==> src/logic/dtrim_params.svh <==
/*
 * Register offsets, field widths and reset values for the detector and
 * reference trim register bank.
 * Assumes byte addressing over a 32-bit AXI4-Lite bus; the printed
 * offsets are register indices and the byte address is four times one.
 */
`ifndef DTRIM_PARAMS_SVH
`define DTRIM_PARAMS_SVH

`define DTRIM_IDX_THRESH 6'h10
`define DTRIM_IDX_HYST 6'h11
`define DTRIM_IDX_VREF 6'h12
`define DTRIM_IDX_REF_CURRENT_TRIM 6'h13
`define DTRIM_IDX_OSC 6'h14
`define DTRIM_IDX_SUPPLY 6'h17
`define DTRIM_IDX_STATUS 6'h1F

`define DTRIM_W_THRESH 4
`define DTRIM_W_HYST 3
`define DTRIM_W_VREF 3
`define DTRIM_W_REF_CURRENT_TRIM 4
`define DTRIM_W_OSC 4
`define DTRIM_POS_SUPPLY 3

`define DTRIM_RST_THRESH 4'h0
`define DTRIM_RST_HYST 3'h0
`define DTRIM_RST_VREF 3'h0
`define DTRIM_RST_REF_CURRENT_TRIM 4'h0
`define DTRIM_RST_OSC 4'h0
`define DTRIM_RST_SUPPLY 1'h0

`define DTRIM_RESP_OKAY 2'h0
`define DTRIM_RESP_SLVERR 2'h2

`endif

==> src/logic/dtrim_pkg.sv <==
/*
 * Types used by the trim register bank; its register store does not use them.
 * Assumes nothing of its surroundings.
 */
package dtrim_pkg;

    typedef enum logic [1:0] {
        DTRIM_WR_IDLE = 2'b00,
        DTRIM_WR_RESP = 2'b01
    } dtrim_wr_state_t;

    typedef enum logic [5:0] {
        DTRIM_SEL_THRESH = 6'h10,
        DTRIM_SEL_HYST = 6'h11,
        DTRIM_SEL_VREF = 6'h12,
        DTRIM_SEL_REF_CURRENT_TRIM = 6'h13,
        DTRIM_SEL_OSC = 6'h14
    } dtrim_sel_t;

endpackage : dtrim_pkg

==> src/logic/dtrim_wr_if.sv <==
/*
 * Write port from the bus slave into the trim register store.
 * Assumes both ends run on the same clock.
 */
`timescale 1ns/1ps

interface dtrim_wr_if;
    logic wrEn;
    logic [5:0] wrIdx;
    logic [7:0] wrData;

    modport master (output wrEn, output wrIdx, output wrData);
    modport slave (input wrEn, input wrIdx, input wrData);
endinterface : dtrim_wr_if

==> src/logic/dtrim_store.sv <==
/*
 * Register store holding every trim field and the supply-select bit.
 * Assumes writes arrive as single-cycle strobes on the write interface,
 * synchronous active-high reset on the same clock.
 */
`timescale 1ns/1ps
`include "dtrim_params.svh"

module dtrim_store (
    input wire logic mclk,
    input wire logic rst,
    dtrim_wr_if.slave wr,
    output logic [3:0] thresholdCode,
    output logic [2:0] hysteresisCode,
    output logic [2:0] vrefTrimCode,
    output logic [3:0] irefTrimCode,
    output logic [3:0] oscTrimCode,
    output logic supplySelectBit
);

    ////////////////////////////////////////////////////////////////////////
    wire logic hitThresh = wr.wrEn && wr.wrIdx == `DTRIM_IDX_THRESH;
    wire logic hitHyst = wr.wrEn && wr.wrIdx == `DTRIM_IDX_HYST;
    wire logic hitVref = wr.wrEn && wr.wrIdx == `DTRIM_IDX_VREF;
    wire logic hitIref = wr.wrEn && wr.wrIdx == `DTRIM_IDX_REF_CURRENT_TRIM;
    wire logic hitOsc = wr.wrEn && wr.wrIdx == `DTRIM_IDX_OSC;
    wire logic hitSupply = wr.wrEn && wr.wrIdx == `DTRIM_IDX_SUPPLY;

    // Codes are stored as written; forbidden codes are the writer's duty,
    // so the analog side sees exactly what software put there.
    always_ff @(posedge mclk) begin
        if (rst) begin
            thresholdCode <= `DTRIM_RST_THRESH;
            hysteresisCode <= `DTRIM_RST_HYST;
            vrefTrimCode <= `DTRIM_RST_VREF;
            irefTrimCode <= `DTRIM_RST_REF_CURRENT_TRIM;
            oscTrimCode <= `DTRIM_RST_OSC;
            supplySelectBit <= `DTRIM_RST_SUPPLY;
        end else begin
            if (hitThresh) thresholdCode <= wr.wrData[3:0];
            if (hitHyst) hysteresisCode <= wr.wrData[2:0];
            if (hitVref) vrefTrimCode <= wr.wrData[2:0];
            if (hitIref) irefTrimCode <= wr.wrData[3:0];
            if (hitOsc) oscTrimCode <= wr.wrData[3:0];
            if (hitSupply) begin
                supplySelectBit <= wr.wrData[`DTRIM_POS_SUPPLY];
            end
        end
    end

endmodule : dtrim_store

==> src/logic/detector_and_reference_trim_regs.sv <==
/*
 * AXI4-Lite register bank for the pressure detector threshold and
 * hysteresis, the reference voltage and current trims, the oscillator
 * trim and the supply-select bit. Each code drives an analog control
 * pin from a flip-flop.
 * Assumes a single clock mclk at 100 MHz and synchronous active-high rst.
 */
// The AXI4-Lite interface to the registers was decided locally.
`timescale 1ns/1ps
`include "dtrim_params.svh"

module detector_and_reference_trim_regs #(
    parameter int ADDR_WIDTH = 8
) (
    input wire logic mclk,
    input wire logic rst,
    input wire logic [ADDR_WIDTH-1:0] s_axi_awaddr,
    input wire logic s_axi_awvalid,
    output logic s_axi_awready,
    input wire logic [31:0] s_axi_wdata,
    input wire logic [3:0] s_axi_wstrb,
    input wire logic s_axi_wvalid,
    output logic s_axi_wready,
    output logic [1:0] s_axi_bresp,
    output logic s_axi_bvalid,
    input wire logic s_axi_bready,
    input wire logic [ADDR_WIDTH-1:0] s_axi_araddr,
    input wire logic s_axi_arvalid,
    output logic s_axi_arready,
    output logic [31:0] s_axi_rdata,
    output logic [1:0] s_axi_rresp,
    output logic s_axi_rvalid,
    input wire logic s_axi_rready,
    output logic [3:0] thresholdCode,
    output logic [2:0] hysteresisCode,
    output logic [2:0] vrefTrimCode,
    output logic [3:0] irefTrimCode,
    output logic [3:0] oscTrimCode,
    output logic supplySelectBit,
    output logic lowSupplyThreshFault,
    output logic oscCodeFault
);

    // The index is cut from address bits 7:2, so a narrower bus cannot
    // reach the map at all.
    if (ADDR_WIDTH < 8 || ADDR_WIDTH > 32) begin : g_addr_width_check
        $error("ADDR_WIDTH must lie between 8 and 32");
    end

    ////////////////////////////////////////////////////////////////////////
    // Write channel: address and data are latched in either order, then
    // the store is written once and the response is raised.
    dtrim_pkg::dtrim_wr_state_t wrState;
    logic awHeld;
    logic wHeld;
    logic [5:0] awIdx;
    logic awBad;
    logic [7:0] wByte;
    logic wLaneOk;

    wire logic awFire = s_axi_awvalid && s_axi_awready;
    wire logic wFire = s_axi_wvalid && s_axi_wready;
    wire logic [5:0] awIdxIn = s_axi_awaddr[7:2];
    wire logic awBadIn = (s_axi_awaddr[1:0] != 2'h0)
        || (ADDR_WIDTH > 8 && (s_axi_awaddr >> 8) != '0);
    wire logic bothHeld = awHeld && wHeld;
    wire logic awMapped = awIdx == `DTRIM_IDX_THRESH
        || awIdx == `DTRIM_IDX_HYST || awIdx == `DTRIM_IDX_VREF
        || awIdx == `DTRIM_IDX_REF_CURRENT_TRIM || awIdx == `DTRIM_IDX_OSC
        || awIdx == `DTRIM_IDX_SUPPLY;
    wire logic wrOk = awMapped && !awBad;
    wire logic doWrite = bothHeld && wrState == dtrim_pkg::DTRIM_WR_IDLE
        && wrOk && wLaneOk;

    dtrim_wr_if wrBus ();
    assign wrBus.wrEn = doWrite;
    assign wrBus.wrIdx = awIdx;
    assign wrBus.wrData = wByte;

    always_ff @(posedge mclk) begin
        if (rst) begin
            awHeld <= 1'b0;
            awIdx <= 6'h00;
            awBad <= 1'b0;
        end else if (awFire) begin
            awHeld <= 1'b1;
            awIdx <= awIdxIn;
            awBad <= awBadIn;
        end else if (s_axi_bvalid && s_axi_bready) begin
            awHeld <= 1'b0;
        end
    end

    // Only byte lane 0 carries data; a write without it changes nothing.
    always_ff @(posedge mclk) begin
        if (rst) begin
            wHeld <= 1'b0;
            wByte <= 8'h00;
            wLaneOk <= 1'b0;
        end else if (wFire) begin
            wHeld <= 1'b1;
            wByte <= s_axi_wdata[7:0];
            wLaneOk <= s_axi_wstrb[0];
        end else if (s_axi_bvalid && s_axi_bready) begin
            wHeld <= 1'b0;
        end
    end

    always_ff @(posedge mclk) begin
        if (rst) begin
            s_axi_awready <= 1'b0;
            s_axi_wready <= 1'b0;
        end else begin
            s_axi_awready <= !awHeld && !awFire && !s_axi_awready;
            s_axi_wready <= !wHeld && !wFire && !s_axi_wready;
        end
    end

    always_ff @(posedge mclk) begin
        if (rst) begin
            wrState <= dtrim_pkg::DTRIM_WR_IDLE;
            s_axi_bvalid <= 1'b0;
            s_axi_bresp <= `DTRIM_RESP_OKAY;
        end else begin
            unique case (wrState)
                dtrim_pkg::DTRIM_WR_IDLE: begin
                    if (bothHeld) begin
                        wrState <= dtrim_pkg::DTRIM_WR_RESP;
                        s_axi_bvalid <= 1'b1;
                        s_axi_bresp <= wrOk ? `DTRIM_RESP_OKAY
                            : `DTRIM_RESP_SLVERR;
                    end
                end
                dtrim_pkg::DTRIM_WR_RESP: begin
                    if (s_axi_bready) begin
                        wrState <= dtrim_pkg::DTRIM_WR_IDLE;
                        s_axi_bvalid <= 1'b0;
                    end
                end
                default: begin
                    wrState <= dtrim_pkg::DTRIM_WR_IDLE;
                    s_axi_bvalid <= 1'b0;
                end
            endcase
        end
    end

    ////////////////////////////////////////////////////////////////////////
    // Register store. One code per field feeds both comparators, so the
    // negative-side threshold is mirrored in the analog block, not here.
    dtrim_store store (
        .mclk(mclk),
        .rst(rst),
        .wr(wrBus),
        .thresholdCode(thresholdCode),
        .hysteresisCode(hysteresisCode),
        .vrefTrimCode(vrefTrimCode),
        .irefTrimCode(irefTrimCode),
        .oscTrimCode(oscTrimCode),
        .supplySelectBit(supplySelectBit)
    );

    ////////////////////////////////////////////////////////////////////////
    // Read channel: one read at a time, data registered on the same edge
    // that takes the address.
    wire logic arFire = s_axi_arvalid && s_axi_arready;
    wire logic [5:0] arIdx = s_axi_araddr[7:2];
    wire logic arBad = (s_axi_araddr[1:0] != 2'h0)
        || (ADDR_WIDTH > 8 && (s_axi_araddr >> 8) != '0);

    // Flags that show the host has left a forbidden code in place; they
    // are advisory only and never alter the stored code.
    wire logic lowThreshBad = supplySelectBit
        && (thresholdCode == 4'h6 || thresholdCode == 4'h7);
    wire logic oscBad = oscTrimCode >= 4'h5
        && oscTrimCode <= 4'hB;

    // Read decode: one select per register and an AND-OR merge, so an
    // unmapped or misaligned address reads as zero with no priority chain.
    wire logic selThresh = arIdx == `DTRIM_IDX_THRESH;
    wire logic selHyst = arIdx == `DTRIM_IDX_HYST;
    wire logic selVref = arIdx == `DTRIM_IDX_VREF;
    wire logic selIref = arIdx == `DTRIM_IDX_REF_CURRENT_TRIM;
    wire logic selOsc = arIdx == `DTRIM_IDX_OSC;
    wire logic selSupply = arIdx == `DTRIM_IDX_SUPPLY;
    wire logic selStatus = arIdx == `DTRIM_IDX_STATUS;
    wire logic rdHit = !arBad && (selThresh || selHyst || selVref
        || selIref || selOsc || selSupply || selStatus);

    // Each field is zero-extended to a full word before the merge; the supply bit is placed at bit 3.
    wire logic [31:0] wordThresh = {28'h0, thresholdCode};
    wire logic [31:0] wordHyst = {29'h0, hysteresisCode};
    wire logic [31:0] wordVref = {29'h0, vrefTrimCode};
    wire logic [31:0] wordIref = {28'h0, irefTrimCode};
    wire logic [31:0] wordOsc = {28'h0, oscTrimCode};
    wire logic [31:0] wordSupply = 32'(supplySelectBit)
        << `DTRIM_POS_SUPPLY;
    wire logic [31:0] wordStatus = {30'h0, oscBad, lowThreshBad};
    wire logic [31:0] rdMux = {32{rdHit}} & (
        ({32{selThresh}} & wordThresh) | ({32{selHyst}} & wordHyst)
        | ({32{selVref}} & wordVref) | ({32{selIref}} & wordIref)
        | ({32{selOsc}} & wordOsc) | ({32{selSupply}} & wordSupply)
        | ({32{selStatus}} & wordStatus));

    always_ff @(posedge mclk) begin
        if (rst) begin
            s_axi_arready <= 1'b0;
        end else begin
            s_axi_arready <= !s_axi_rvalid && !arFire && !s_axi_arready;
        end
    end

    always_ff @(posedge mclk) begin
        if (rst) begin
            s_axi_rvalid <= 1'b0;
            s_axi_rdata <= 32'h0000_0000;
            s_axi_rresp <= `DTRIM_RESP_OKAY;
        end else if (arFire) begin
            s_axi_rvalid <= 1'b1;
            s_axi_rdata <= rdMux;
            s_axi_rresp <= rdHit ? `DTRIM_RESP_OKAY : `DTRIM_RESP_SLVERR;
        end else if (s_axi_rready) begin
            s_axi_rvalid <= 1'b0;
        end
    end

    ////////////////////////////////////////////////////////////////////////
    always_ff @(posedge mclk) begin
        if (rst) begin
            lowSupplyThreshFault <= 1'b0;
            oscCodeFault <= 1'b0;
        end else begin
            lowSupplyThreshFault <= lowThreshBad;
            oscCodeFault <= oscBad;
        end
    end

endmodule : detector_and_reference_trim_regs

==> config.mk <==
export PLATFORM = sky130hd
export DESIGN_NAME = detector_and_reference_trim_regs
export DESIGN_NICKNAME = d
export VERILOG_FILES = /design/src/logic/dtrim_pkg.sv /design/src/logic/dtrim_wr_if.sv /design/src/logic/dtrim_store.sv /design/src/logic/detector_and_reference_trim_regs.sv
export VERILOG_INCLUDE_DIRS = /design/src /design/src/logic
export SDC_FILE = /design/constraint.sdc
export NUM_CORES = 1
export LEC_CHECK = 0
export BUFFER_PORTS_ARGS = -buffer_cell sky130_fd_sc_hd__buf_4
export CORE_MARGIN = 4
export CORE_UTILIZATION = 44
export CTS_CLUSTER_DIAMETER = 50
export DETAILED_ROUTE_END_ITERATION = 8
export GPL_TIMING_DRIVEN = 0
export PLACE_DENSITY = 0.8
export SLEW_MARGIN = 20
export SYNTH_ARGS = -nofsm -noshare
export SYNTH_HDL_FRONTEND = slang
export SYNTH_SLANG_ARGS = --single-unit
==> constraint.sdc <==
create_clock -name mclk -period 2.5 [get_ports mclk]
set_input_delay 0.375 -clock mclk [delete_from_list [all_inputs] [get_ports mclk]]
set_output_delay 0.375 -clock mclk [all_outputs]
set_load 0.02 [all_outputs]
==> results.sh, run 1 <==
export IMPL_r2r_slack_ns=0.59
export IMPL_routed_len_inst_um=12.5
export IMPL_post_synth_main_area_contributors="sky130_fd_sc_hd__dfxtp_1 42%, sky130_fd_sc_hd__buf_4 10%, sky130_fd_sc_hd__mux2i_1 9.7%"
export IMPL_synthTopCellsByCount="46 x sky130_fd_sc_hd__dfxtp_1, 30 x sky130_fd_sc_hd__buf_4, 29 x sky130_fd_sc_hd__nand2_1, 24 x sky130_fd_sc_hd__nor2_1, 21 x sky130_fd_sc_hd__mux2i_1"
export IMPL_filler_cell_count_in_the_final_layout=443
export IMPL_post_cts_setup_buffer_count=0
export IMPL_final_hold_worst_slack_ns=0.322
export IMPL_cts_buffer_depth=2
export IMPL_wirelength_um=4970
export IMPL_worst_ir_drop_vdd_uv=271
export IMPL_critical_path_peak_fanout=5
export IMPL_numPortBuffers=56
export IMPL_largest_net_degree_at_the_start_of_global_routing=16
export IMPL_worst_r2r_endpoint="store.thresholdCode[1]"
export IMPL_clock_sinks=46
export IMPL_core_area_um2=4750
export IMPL_drc_violations_left=0
export IMPL_hold_viol=0
export IMPL_yosys_warnings=0
export IMPL_yosys_area_top_type="sky130_fd_sc_hd__dfxtp_1"
export IMPL_starting_drc_count_in_detailed_routing=73
export IMPL_syn_mean_instance_area_um2=9.13
export IMPL_chipHeight_um=78.3
export IMPL_final_layout_size_suffix_gt1_frac=0.317
export IMPL_number_of_iterations_in_the_first_detailed_routing_pass=4
export IMPL_cp_data_arrival_time_ns=2.09
export IMPL_final_antenna_net_count=0
export IMPL_grt_antenna_before_repair=0
export IMPL_cts_reportedPaths_clkPinSlew_ns=0.09
export IMPL_diodes=0
export IMPL_detailroute_via_count=1883
export IMPL_ys_seq_area_frac=0.424
export IMPL_setup_repair_after_global_routing_missed_its_margin="false"
export IMPL_effective_utilization_at_floorplan=0.457
export IMPL_hp_start="s_axi_awaddr[7]"
export IMPL_grt_first_pass_wirelength_um=8020
export IMPL_netlist_instances=238
export IMPL_insertion_delay_ns=0.30
export IMPL_worst_endpoint_required_ns=2.68
export IMPL_ctsHoldBuffers=0
export IMPL_synth_cell_type_count=38
export IMPL_r2r_start="awBad"
export IMPL_synth_most_common_cell="sky130_fd_sc_hd__dfxtp_1"
export IMPL_syn2layout_area_growth_pct=32.4
export IMPL_power_density_cell_area_nw_per_um2=495
export IMPL_post_dp_hpwl_um=4030
export IMPL_finalSetupViolCount=0
export IMPL_grt_overflow_total=0
export IMPL_critical_path_endpoint_type="flop"
export IMPL_die_area_um2=6120
export IMPL_endpoint="store.thresholdCode[1]"
export IMPL_cts_tree="built"
export IMPL_design_final_nets=389
export IMPL_synth_cell_area_um2=2170
export IMPL_std_cell_rows=25
export IMPL_min_path_type="in2reg"
export IMPL_path_class="reg2reg"
export IMPL_synth_edf_count=0
export IMPL_first_global_vias=1749
export IMPL_max_slew_margin_rel=0.672
export IMPL_cts_root_buffer="sky130_fd_sc_hd__clkbuf_8"
export IMPL_gp_congestion=0.825
export IMPL_tritoncts_num_buffers=5
export IMPL_max_cap_violations=0
export IMPL_cts_repair_resize_count=0
export IMPL_ys_seq_elements=46
export IMPL_detail_route_vias_per_cell=4.73
export IMPL_tns_ns=0
export IMPL_finalMaxSlewViolations=0
export IMPL_die_width_um=78.3
export IMPL_run_status="finished, final reports clean"
export IMPL_post_route_clock_skew_ns=0.00838
export IMPL_worstRegToRegCells=5
export IMPL_synthFlopType="sky130_fd_sc_hd__dfxtp_1"
export IMPL_gr_usage_all_layers=0.163
export IMPL_post_route_min_period_ns=1.91
export IMPL_worst_setup_path_start_kind="flop"
export IMPL_synth_top_cell_area_share=0.424
export IMPL_synth_async_reset_ratio=0
export IMPL_ctsHtreeMaxLevel=2
export IMPL_worstMarginPinSlew_ns=0.485
export IMPL_origin_of_the_worst_setup_path="awBad"
export IMPL_static_leakage_power_nw=1.31
export IMPL_final_min_period_over_clock_period=0.763
export IMPL_boundaryPins=121
export IMPL_fmax_mhz=524
how the worst min path moves through the flow:
stage                               end  slack (ns)  cells past startpoint
after detailed placement  s_axi_arready        0.45                      1
after CTS                      awIdx[5]        0.32                      3
after global routing           awIdx[5]        0.32                      3
after global placement    s_axi_arready        0.44                      1
final                          awIdx[5]        0.32                      3
after floorplan                awIdx[4]        0.44                      2
worst max-delay path: stages (launching register included):
cell                      delay, ns
sky130_fd_sc_hd__dfxtp_1       0.33
sky130_fd_sc_hd__or4b_4        0.60
sky130_fd_sc_hd__or4_4         0.51
sky130_fd_sc_hd__buf_6         0.15
sky130_fd_sc_hd__mux2i_1       0.14
sky130_fd_sc_hd__nor2_1        0.06
flip-flops by register name (all words and copies together) (netlist names):
name,flops
awIdx,6
s_axi_rdata,4
store.irefTrimCode,4
store.oscTrimCode,4
store.thresholdCode,4
wByte,4
store.hysteresisCode,3
store.vrefTrimCode,3
awBad,1
awHeld,1
lowSupplyThreshFault,1
oscCodeFault,1
s_axi_arready,1
s_axi_awready,1
s_axi_bresp,1
s_axi_bvalid,1
s_axi_rresp,1
s_axi_rvalid,1
s_axi_wready,1
store.supplySelectBit,1
wHeld,1
wLaneOk,1
layer usage:
layer | global-route usage | wire (um) | vias to the layer above | share of wire
li1 | - | - | 953 | -
met1 | 0.193 | 2150 | 861 | 0.43
met2 | 0.274 | 2420 | 62 | 0.49
met3 | 0.0539 | 347 | 7 | 0.070
met4 | 0.0594 | 59 | 0 | 0.012
met5 | 0 | 0 | - | 0
per-stage QoR:
| step | util | power [mW] | cells | instance area (um^2) | worst slack, ns |
|---|---|---|---|---|---|
| 2_1_floorplan | - | 0.927 | 267 | 2280 | 0.688 |
| 3_3_place_gp | 0.586 | 0.987 | 390 | 2790 | 0.645 |
| 3_5_place_dp | 0.586 | 0.990 | 390 | 2790 | 0.608 |
| 4_1_cts | 0.605 | 1.43 | 398 | 2880 | 0.593 |
| 5_1_grt | 0.605 | 1.48 | 398 | 2880 | 0.531 |
| 6_report | 0.605 | 1.42 | 398 | 2880 | 0.593 |
cells by family (layout without fill, tap and decap cells):
logic type             after synthesis  after routing  synth area share
and+or+nand+nor                     96             96             0.233
DFF                                 46             46             0.424
buffers and inverters               41            105             0.126
AOI/OAI and AO/OA                   29             29            0.0824
muxes                               25             25             0.133
other                                1             30           0.00173
area by class of cell:
cell class              instances  area [um^2]  area share
multi-input cells             180         1090       0.378
flip-flops and latches         46          921       0.320
repair buffers                 56          420       0.146
plain buffers                  39          267      0.0927
well taps                      67         83.8      0.0292
clock buffers                   5         68.8      0.0239
clock inverters                 3         21.3     0.00740
inverters                       2         7.51     0.00261
cell usage in the layout (no fill, tap or decap), types with 4 or more instances in the layout:
cell,count
sky130_fd_sc_hd__nand3_1,6
sky130_fd_sc_hd__clkbuf_1,8
sky130_fd_sc_hd__conb_1,30
sky130_fd_sc_hd__clkbuf_8,5
sky130_fd_sc_hd__nor3_1,8
sky130_fd_sc_hd__nor2_1,24
sky130_fd_sc_hd__nor2b_1,4
sky130_fd_sc_hd__buf_4,86
sky130_fd_sc_hd__nand2b_1,4
sky130_fd_sc_hd__a21oi_1,17
sky130_fd_sc_hd__dfxtp_1,46
sky130_fd_sc_hd__mux2i_1,21
sky130_fd_sc_hd__nand2_1,29
power by group:
group	switching [mW]	internal [mW]
clock network	0.254	0.197
registers	0.0205	0.751
logic	0.112	0.0903
total	0.386	1.04
(Power assumes the default switching activity.)
==> run 2, diff against run 1 <==
--- a/config.mk
+++ b/config.mk
@@ -6,13 +6,14 @@
 export SDC_FILE = /design/constraint.sdc
 export NUM_CORES = 1
 export LEC_CHECK = 0
+export ABC_AREA = 1
 export BUFFER_PORTS_ARGS = -buffer_cell sky130_fd_sc_hd__buf_4
 export CORE_MARGIN = 4
-export CORE_UTILIZATION = 44
+export CORE_UTILIZATION = 41
 export CTS_CLUSTER_DIAMETER = 50
 export DETAILED_ROUTE_END_ITERATION = 8
 export GPL_TIMING_DRIVEN = 0
-export PLACE_DENSITY = 0.8
+export PLACE_DENSITY = 0.77
 export SLEW_MARGIN = 20
 export SYNTH_ARGS = -nofsm -noshare
 export SYNTH_HDL_FRONTEND = slang
==> constraint.sdc (replaced) <==
create_clock -name mclk -period 1.6 [get_ports mclk]
set_input_delay 0.24 -clock mclk [delete_from_list [all_inputs] [get_ports mclk]]
set_output_delay 0.24 -clock mclk [all_outputs]
set_load 0.02 [all_outputs]
==> run 2 against run 1 <==
Net effect: via count rose by 22%; die area is 12% higher; highest routed layer unchanged; critical path type unchanged; non-clock buffer count increased by 2; core utilization fell by 2.3 points; critical path depth grew 3.
==> results.sh, run 2 <==
export IMPL_ys_seq_elements=46
export IMPL_crit_top_cell="sky130_fd_sc_hd__nor2_1"
export IMPL_synthFlopType="sky130_fd_sc_hd__dfxtp_1"
export IMPL_yosys_warnings=0
export IMPL_total_net_switching_power_mw=0.611
export IMPL_detailroute_via_count=2306
export IMPL_hp_start="rst"
export IMPL_critical_path_peak_fanout=7
export IMPL_largest_net_degree_at_the_start_of_global_routing=15
export IMPL_design_final_nets=507
export IMPL_detail_route_vias_per_cell=4.44
export IMPL_critical_path_slowest_cell="sky130_fd_sc_hd__dfxtp_1"
export IMPL_postLayoutCoreUtil=0.582
export IMPL_critical_path_top_delay_family="simple AND/OR/NAND/NOR gates"
export IMPL_max_cap_violations=0
export IMPL_max_stage_delay_ns=0.32
export IMPL_clkPwrFrac=0.331
export IMPL_routed_len_inst_um=10.4
export IMPL_final_antenna_net_count=0
export IMPL_effective_utilization_at_floorplan=0.436
export IMPL_numPortBuffers=59
export IMPL_starting_drc_count_in_detailed_routing=124
export IMPL_finalMaxSlewViolations=0
export IMPL_gp_congestion=0.860
export IMPL_synthTopCellsByCount="85 x sky130_fd_sc_hd__nor2_1, 76 x sky130_fd_sc_hd__nand2_1, 46 x sky130_fd_sc_hd__dfxtp_1, 39 x sky130_fd_sc_hd__inv_1, 30 x sky130_fd_sc_hd__buf_4"
export IMPL_post_route_min_period_ns=1.43
export IMPL_worst_endpoint_required_ns=1.79
export IMPL_number_of_iterations_in_the_first_detailed_routing_pass=4
export IMPL_chipHeight_um=82.9
export IMPL_post_dp_hpwl_um=4310
export IMPL_ctsHoldBuffers=0
export IMPL_ys_seq_area_frac=0.401
export IMPL_worst_setup_path_start_kind="flop"
export IMPL_diodes=0
export IMPL_clock_sinks=46
export IMPL_run_status="finished, final reports clean"
export IMPL_cp_data_arrival_time_ns=1.62
export IMPL_total_power_mw=2.34
export IMPL_final_min_period_over_clock_period=0.892
export IMPL_sw_frac_of_total=0.262
export IMPL_post_place_cells=508
export IMPL_grt_overflow_total=0
export IMPL_layout_commonest_cell="sky130_fd_sc_hd__buf_4"
export IMPL_sequentialPowerShare=0.523
export IMPL_synth_cell_type_count=21
export IMPL_fmax_mhz=701
export IMPL_largest_register_ff_count=6
export IMPL_cts_buffer_depth=2
export IMPL_layout_common_cells="92 x sky130_fd_sc_hd__buf_4, 84 x sky130_fd_sc_hd__nor2_1, 76 x sky130_fd_sc_hd__nand2_1, 46 x sky130_fd_sc_hd__dfxtp_1, 39 x sky130_fd_sc_hd__inv_1"
export IMPL_hold_depth=2
export IMPL_synth_edf_count=0
export IMPL_final_layout_size_suffix_gt1_frac=0.238
export IMPL_die_area_um2=6860
export IMPL_yosys_area_top_type="sky130_fd_sc_hd__dfxtp_1"
export IMPL_post_route_worst_setup_slack_ns=0.173
export IMPL_post_synth_main_area_contributors="sky130_fd_sc_hd__dfxtp_1 40%, sky130_fd_sc_hd__nor2_1 14%, sky130_fd_sc_hd__nand2_1 12%"
export IMPL_regMostFlops="awIdx"
export IMPL_comb_power_share=0.146
export IMPL_drc_violations_left=0
export IMPL_grt_antenna_before_repair=0
export IMPL_critical_path_endpoint_type="flop"
export IMPL_synth_async_reset_ratio=0
export IMPL_cts_reportedPaths_clkPinSlew_ns=0.09
export IMPL_tritoncts_num_buffers=5
export IMPL_multi_input_comb_area_um2=1090
export IMPL_filler_cell_count_in_the_final_layout=515
export IMPL_synth_most_common_cell="sky130_fd_sc_hd__nor2_1"
export IMPL_worst_ir_drop_vdd_uv=459
export IMPL_core_area_um2=5270
export IMPL_finalSetupViolCount=0
export IMPL_die_width_um=82.9
export IMPL_ctsHtreeMaxLevel=2
export IMPL_dp_worst_setup_slack_ns=0.110
export IMPL_wirelength_um=5380
export IMPL_static_leakage_power_nw=1.67
export IMPL_cp_buffers_inverters=1
export IMPL_post_route_clock_skew_ns=0.00617
export IMPL_hold_viol=0
export IMPL_power_density_cell_area_nw_per_um2=762
export IMPL_origin_of_the_worst_setup_path="awIdx[5]"
export IMPL_insertion_delay_ns=0.29
export IMPL_cts_root_buffer="sky130_fd_sc_hd__clkbuf_8"
export IMPL_cts_tree="built"
export IMPL_min_path_type="in2reg"
export IMPL_timing_hold_worst_endpoint="s_axi_wready"
export IMPL_layout_cells_non_filler=519
export IMPL_synth_cell_area_um2=2300
export IMPL_critical_path_cell_by_cell="inv_1 > nand2_1 > nor2_1 > nand2_1 > nand3_2 > nand4_1 > nor2_1 > nor2_1"
export IMPL_first_global_vias=1983
export IMPL_layout_area_seq_um2=921
export IMPL_worst_r2r_endpoint="store.hysteresisCode[2]"
export IMPL_intPower_mw=1.72
export IMPL_worstRegToRegCells=8
export IMPL_syn_mean_instance_area_um2=6.56
export IMPL_gr_usage_all_layers=0.153
export IMPL_syn2layout_area_growth_pct=33.5
export IMPL_netlist_instances=350
export IMPL_std_cell_rows=26
export IMPL_grt_first_pass_wirelength_um=8910
export IMPL_r2r_start="awIdx[5]"
export IMPL_boundaryPins=121
export IMPL_path_class="reg2reg"
export IMPL_synth_top_cell_area_share=0.401
export IMPL_r2r_slack_ns=0.17
-- run 2: cell types whose count changed in the layout (fill, tap and decap cells not counted), sizes merged, moves of 8 or more --
cell | previous run | this run
nand3 | 6 | 20
o21ai | 1 | 15
mux2i | 21 | 0
nand2 | 29 | 77
nor2 | 24 | 86
inv | 2 | 39
buf | 87 | 95
-- run 2: metal layers --
layer  global-route usage  up-vias  part of all wire  wire length, um
met5                    0        -                 0                0
met1                0.198     1000              0.46             2470
met4               0.0267        0            0.0041               22
li1                     -     1222                 -                -
met3               0.0604        4             0.084              452
met2                0.243       80              0.45             2440
-- run 2: worst register-to-register path: stages, from the launching register on --
cell and delay, ns:
sky130_fd_sc_hd__dfxtp_1 0.32, sky130_fd_sc_hd__inv_1 0.06, sky130_fd_sc_hd__nand2_1 0.11, sky130_fd_sc_hd__nor2_1 0.11, sky130_fd_sc_hd__nand2_1 0.09, sky130_fd_sc_hd__nand3_2 0.14, sky130_fd_sc_hd__nand4_1 0.25, sky130_fd_sc_hd__nor2_1 0.19
sky130_fd_sc_hd__nor2_1 0.06
-- run 2: final cells by class --
cell class,count,share of cell area
clock buffer,7,0.0314
timing repair buffer,62,0.152
inverter,39,0.0477
sequential,46,0.300
tap,70,0.0286
multi-input combinational,259,0.357
clock inverter,1,0.00286
buffer,35,0.0804
-- run 2: stage by stage --
stage | hold slack, ns | setup TNS (ns) | instance area (um^2)
after floorplan | 0.311 | 0 | 2410
after global placement | 0.437 | 0 | 2940
after detailed placement | 0.446 | 0 | 2940
after CTS | 0.147 | 0 | 3040
after global routing | 0.145 | -0.0121 | 3070
final | 0.153 | 0 | 3070
-- run 2: worst max-delay path by stage --
stage,to,depth (start not counted)
floorplan,store.irefTrimCode[0],5
global placement,s_axi_rdata[2],10
detailed placement,store.oscTrimCode[2],7
CTS,store.oscTrimCode[2],7
global route,store.hysteresisCode[2],9
finish,store.hysteresisCode[2],8
-- run 2: cells by family after synthesis --
| logic type | count (synthesis) | synth area share |
|---|---|---|
| AOI/OAI and AO/OA | 30 | 0.0670 |
| buffers and inverters | 74 | 0.171 |
| DFF | 46 | 0.401 |
| other | 1 | 0.00163 |
| and+or+nand+nor | 199 | 0.359 |
-- run 2: power groups by stage --
stage	Combinational, mW	Sequential (mW)	Clock (mW)
detailed placement	0.338	1.25	0
global placement	0.335	1.25	0
finish	0.341	1.22	0.773
global route	0.379	1.23	0.865
CTS	0.339	1.22	0.795
floorplan	0.225	1.25	0
-- run 2: what timing repair did --
action | 4_1_cts | 5_1_grt
buffers inserted | 0 | 3
resized for setup | 0 | 1
setup endpoints to repair | 0 | 13
hold endpoints to repair | 0 | 0
==> run 3, diff against run 2 <==
--- a/config.mk
+++ b/config.mk
@@ -13,7 +13,8 @@
 export CTS_CLUSTER_DIAMETER = 50
 export DETAILED_ROUTE_END_ITERATION = 8
 export GPL_TIMING_DRIVEN = 0
-export PLACE_DENSITY = 0.77
+export HOLD_SLACK_MARGIN = 0.02
+export PLACE_DENSITY = 0.89
 export SLEW_MARGIN = 20
 export SYNTH_ARGS = -nofsm -noshare
 export SYNTH_HDL_FRONTEND = slang
==> run 3 against run 2 <==
Net effect: maximum frequency down 2.2%; sequential power is essentially flat; first-iteration DRC count fell by 38%; clock skew down 0.00058 ns; critical path depth down 1; sequential share of layout area decreased by 0.22 points; flip-flop and latch count stayed put; die area is the same; global-route usage increased by 1.2 points; critical path type unchanged.
==> results.sh, run 3 (same netlist as run 2, synthesis figures left out) <==
export IMPL_run_status="finished, final reports clean"
export IMPL_sequentialPowerShare=0.498
export IMPL_comb_power_share=0.141
export IMPL_detail_route_vias_per_cell=4.46
export IMPL_grt_overflow_total=0
export IMPL_postLayoutCoreUtil=0.586
export IMPL_ctsHtreeMaxLevel=2
export IMPL_cts_buffer_depth=2
export IMPL_core_area_um2=5270
export IMPL_tritoncts_num_buffers=5
export IMPL_static_leakage_power_nw=1.67
export IMPL_detailroute_via_count=2316
export IMPL_cp_data_arrival_time_ns=1.66
export IMPL_wirelength_um=5720
export IMPL_cts_root_buffer="sky130_fd_sc_hd__clkbuf_8"
export IMPL_gr_usage_all_layers=0.165
export IMPL_layout_commonest_cell="sky130_fd_sc_hd__buf_4"
export IMPL_post_route_min_period_ns=1.46
export IMPL_critical_path_peak_fanout=7
export IMPL_final_antenna_net_count=0
export IMPL_min_path_type="in2reg"
export IMPL_die_area_um2=6860
export IMPL_std_cell_rows=26
export IMPL_final_layout_size_suffix_gt1_frac=0.245
export IMPL_crit_top_cell="sky130_fd_sc_hd__nor2_1"
export IMPL_final_hold_worst_slack_ns=0.133
export IMPL_filler_cell_count_in_the_final_layout=527
export IMPL_largest_net_degree_at_the_start_of_global_routing=16
export IMPL_critical_path_slowest_cell="sky130_fd_sc_hd__dfxtp_1"
export IMPL_chipHeight_um=82.9
export IMPL_ctsHoldBuffers=0
export IMPL_sw_frac_of_total=0.267
export IMPL_total_net_switching_power_mw=0.654
export IMPL_layout_common_cells="92 x sky130_fd_sc_hd__buf_4, 83 x sky130_fd_sc_hd__nor2_1, 74 x sky130_fd_sc_hd__nand2_1, 46 x sky130_fd_sc_hd__dfxtp_1, 39 x sky130_fd_sc_hd__inv_1"
export IMPL_gp_congestion=0.929
export IMPL_insertion_delay_ns=0.30
export IMPL_numPortBuffers=59
export IMPL_worst_setup_path_start_kind="flop"
export IMPL_critical_path_endpoint_type="flop"
export IMPL_critical_path_top_delay_family="simple AND/OR/NAND/NOR gates"
export IMPL_post_route_clock_skew_ns=0.00560
export IMPL_routed_len_inst_um=11.0
export IMPL_clock_sinks=46
export IMPL_power_density_cell_area_nw_per_um2=794
export IMPL_effective_utilization_at_floorplan=0.436
export IMPL_cp_buffers_inverters=1
export IMPL_largest_register_ff_count=6
export IMPL_cts_tree="built"
export IMPL_starting_drc_count_in_detailed_routing=77
export IMPL_drc_violations_left=0
export IMPL_finalMaxSlewViolations=0
export IMPL_die_width_um=82.9
export IMPL_final_min_period_over_clock_period=0.912
export IMPL_design_final_nets=507
export IMPL_boundaryPins=121
export IMPL_path_class="reg2reg"
export IMPL_intPower_mw=1.80
export IMPL_worst_endpoint_required_ns=1.80
export IMPL_hold_viol=0
export IMPL_finalSetupViolCount=0
export IMPL_max_cap_violations=0
export IMPL_cts_reportedPaths_clkPinSlew_ns=0.09
export IMPL_regMostFlops="awIdx"
export IMPL_max_stage_delay_ns=0.35
export IMPL_clkPwrFrac=0.360
export IMPL_grt_first_pass_wirelength_um=9560
export IMPL_post_dp_hpwl_um=4620
export IMPL_number_of_iterations_in_the_first_detailed_routing_pass=4
export IMPL_fmax_mhz=685
export IMPL_first_global_vias=2181
export IMPL_critical_path_cell_by_cell="inv_1 > nor2_1 > nand3_1 > nand3_4 > nand4_1 > nor2_1 > nor2_1"
export IMPL_grt_antenna_before_repair=0
export IMPL_diodes=0
export IMPL_worst_ir_drop_vdd_uv=412
export IMPL_syn2layout_area_growth_pct=34.5
run 3: worst register-to-register path: cells and delay by family, from the launching register on:
family | cells | cell delay [ns]
buffers and inverters | 1 | 0.06
DFF | 1 | 0.35
and+or+nand+nor | 6 | 0.95
run 3: per-stage QoR:
step / area (um^2) / TNS (ns) / total power [mW] / setup slack [ns] / instances
6_report: 3090 / 0 / 2.45 / 0.141 / 519
5_1_grt: 3090 / -0.201 / 2.56 / -0.0486 / 519
4_1_cts: 3050 / 0 / 2.45 / 0.111 / 516
3_5_place_dp: 2940 / 0 / 1.59 / 0.111 / 508
3_3_place_gp: 2940 / 0 / 1.58 / 0.136 / 508
2_1_floorplan: 2410 / 0 / 1.48 / 0.360 / 379
run 3: power by group through the flow:
stage	Combinational, mW	Sequential [mW]	Clock, mW
after global routing	0.385	1.23	0.941
after floorplan	0.225	1.25	0
after detailed placement	0.339	1.25	0
after CTS	0.340	1.22	0.891
final	0.347	1.22	0.883
after global placement	0.334	1.25	0
run 3: what timing repair did:
action / 4_1_cts / 5_1_grt
resized for setup: 0 / 5
setup endpoints to repair: 0 / 18
buffers inserted: 0 / 3
run 3: routing by layer:
| layer | GRT usage | vias to the layer above | wire [um] |
|---|---|---|---|
| met1 | 0.194 | 991 | 2500 |
| met4 | 0.0579 | 0 | 130 |
| li1 | - | 1227 | - |
| met3 | 0.0594 | 13 | 491 |
| met5 | 0 | - | 0 |
| met2 | 0.276 | 85 | 2590 |
run 3: final cells by class:
class	instances	area, um^2	area share
multi-input combinational	259	1110	0.359
sequential	46	921	0.298
timing repair buffer	62	465	0.151
buffer	35	246	0.0798
inverter	39	146	0.0474
tap	70	87.6	0.0284
clock buffer	5	68.8	0.0223
clock inverter	3	43.8	0.0142
run 3: final timing paths:
kind | startpoint | endpoint | slack [ns] | cells after the start
worst max-delay path | awIdx[4] | store.hysteresisCode[0] | 0.14 | 7
worst min-delay path | rst | s_axi_wready | 0.13 | 2
worst max register to register | awIdx[4] | store.hysteresisCode[0] | 0.14 | 7
worst min register to register | s_axi_rvalid | s_axi_arready | 0.45 | 1
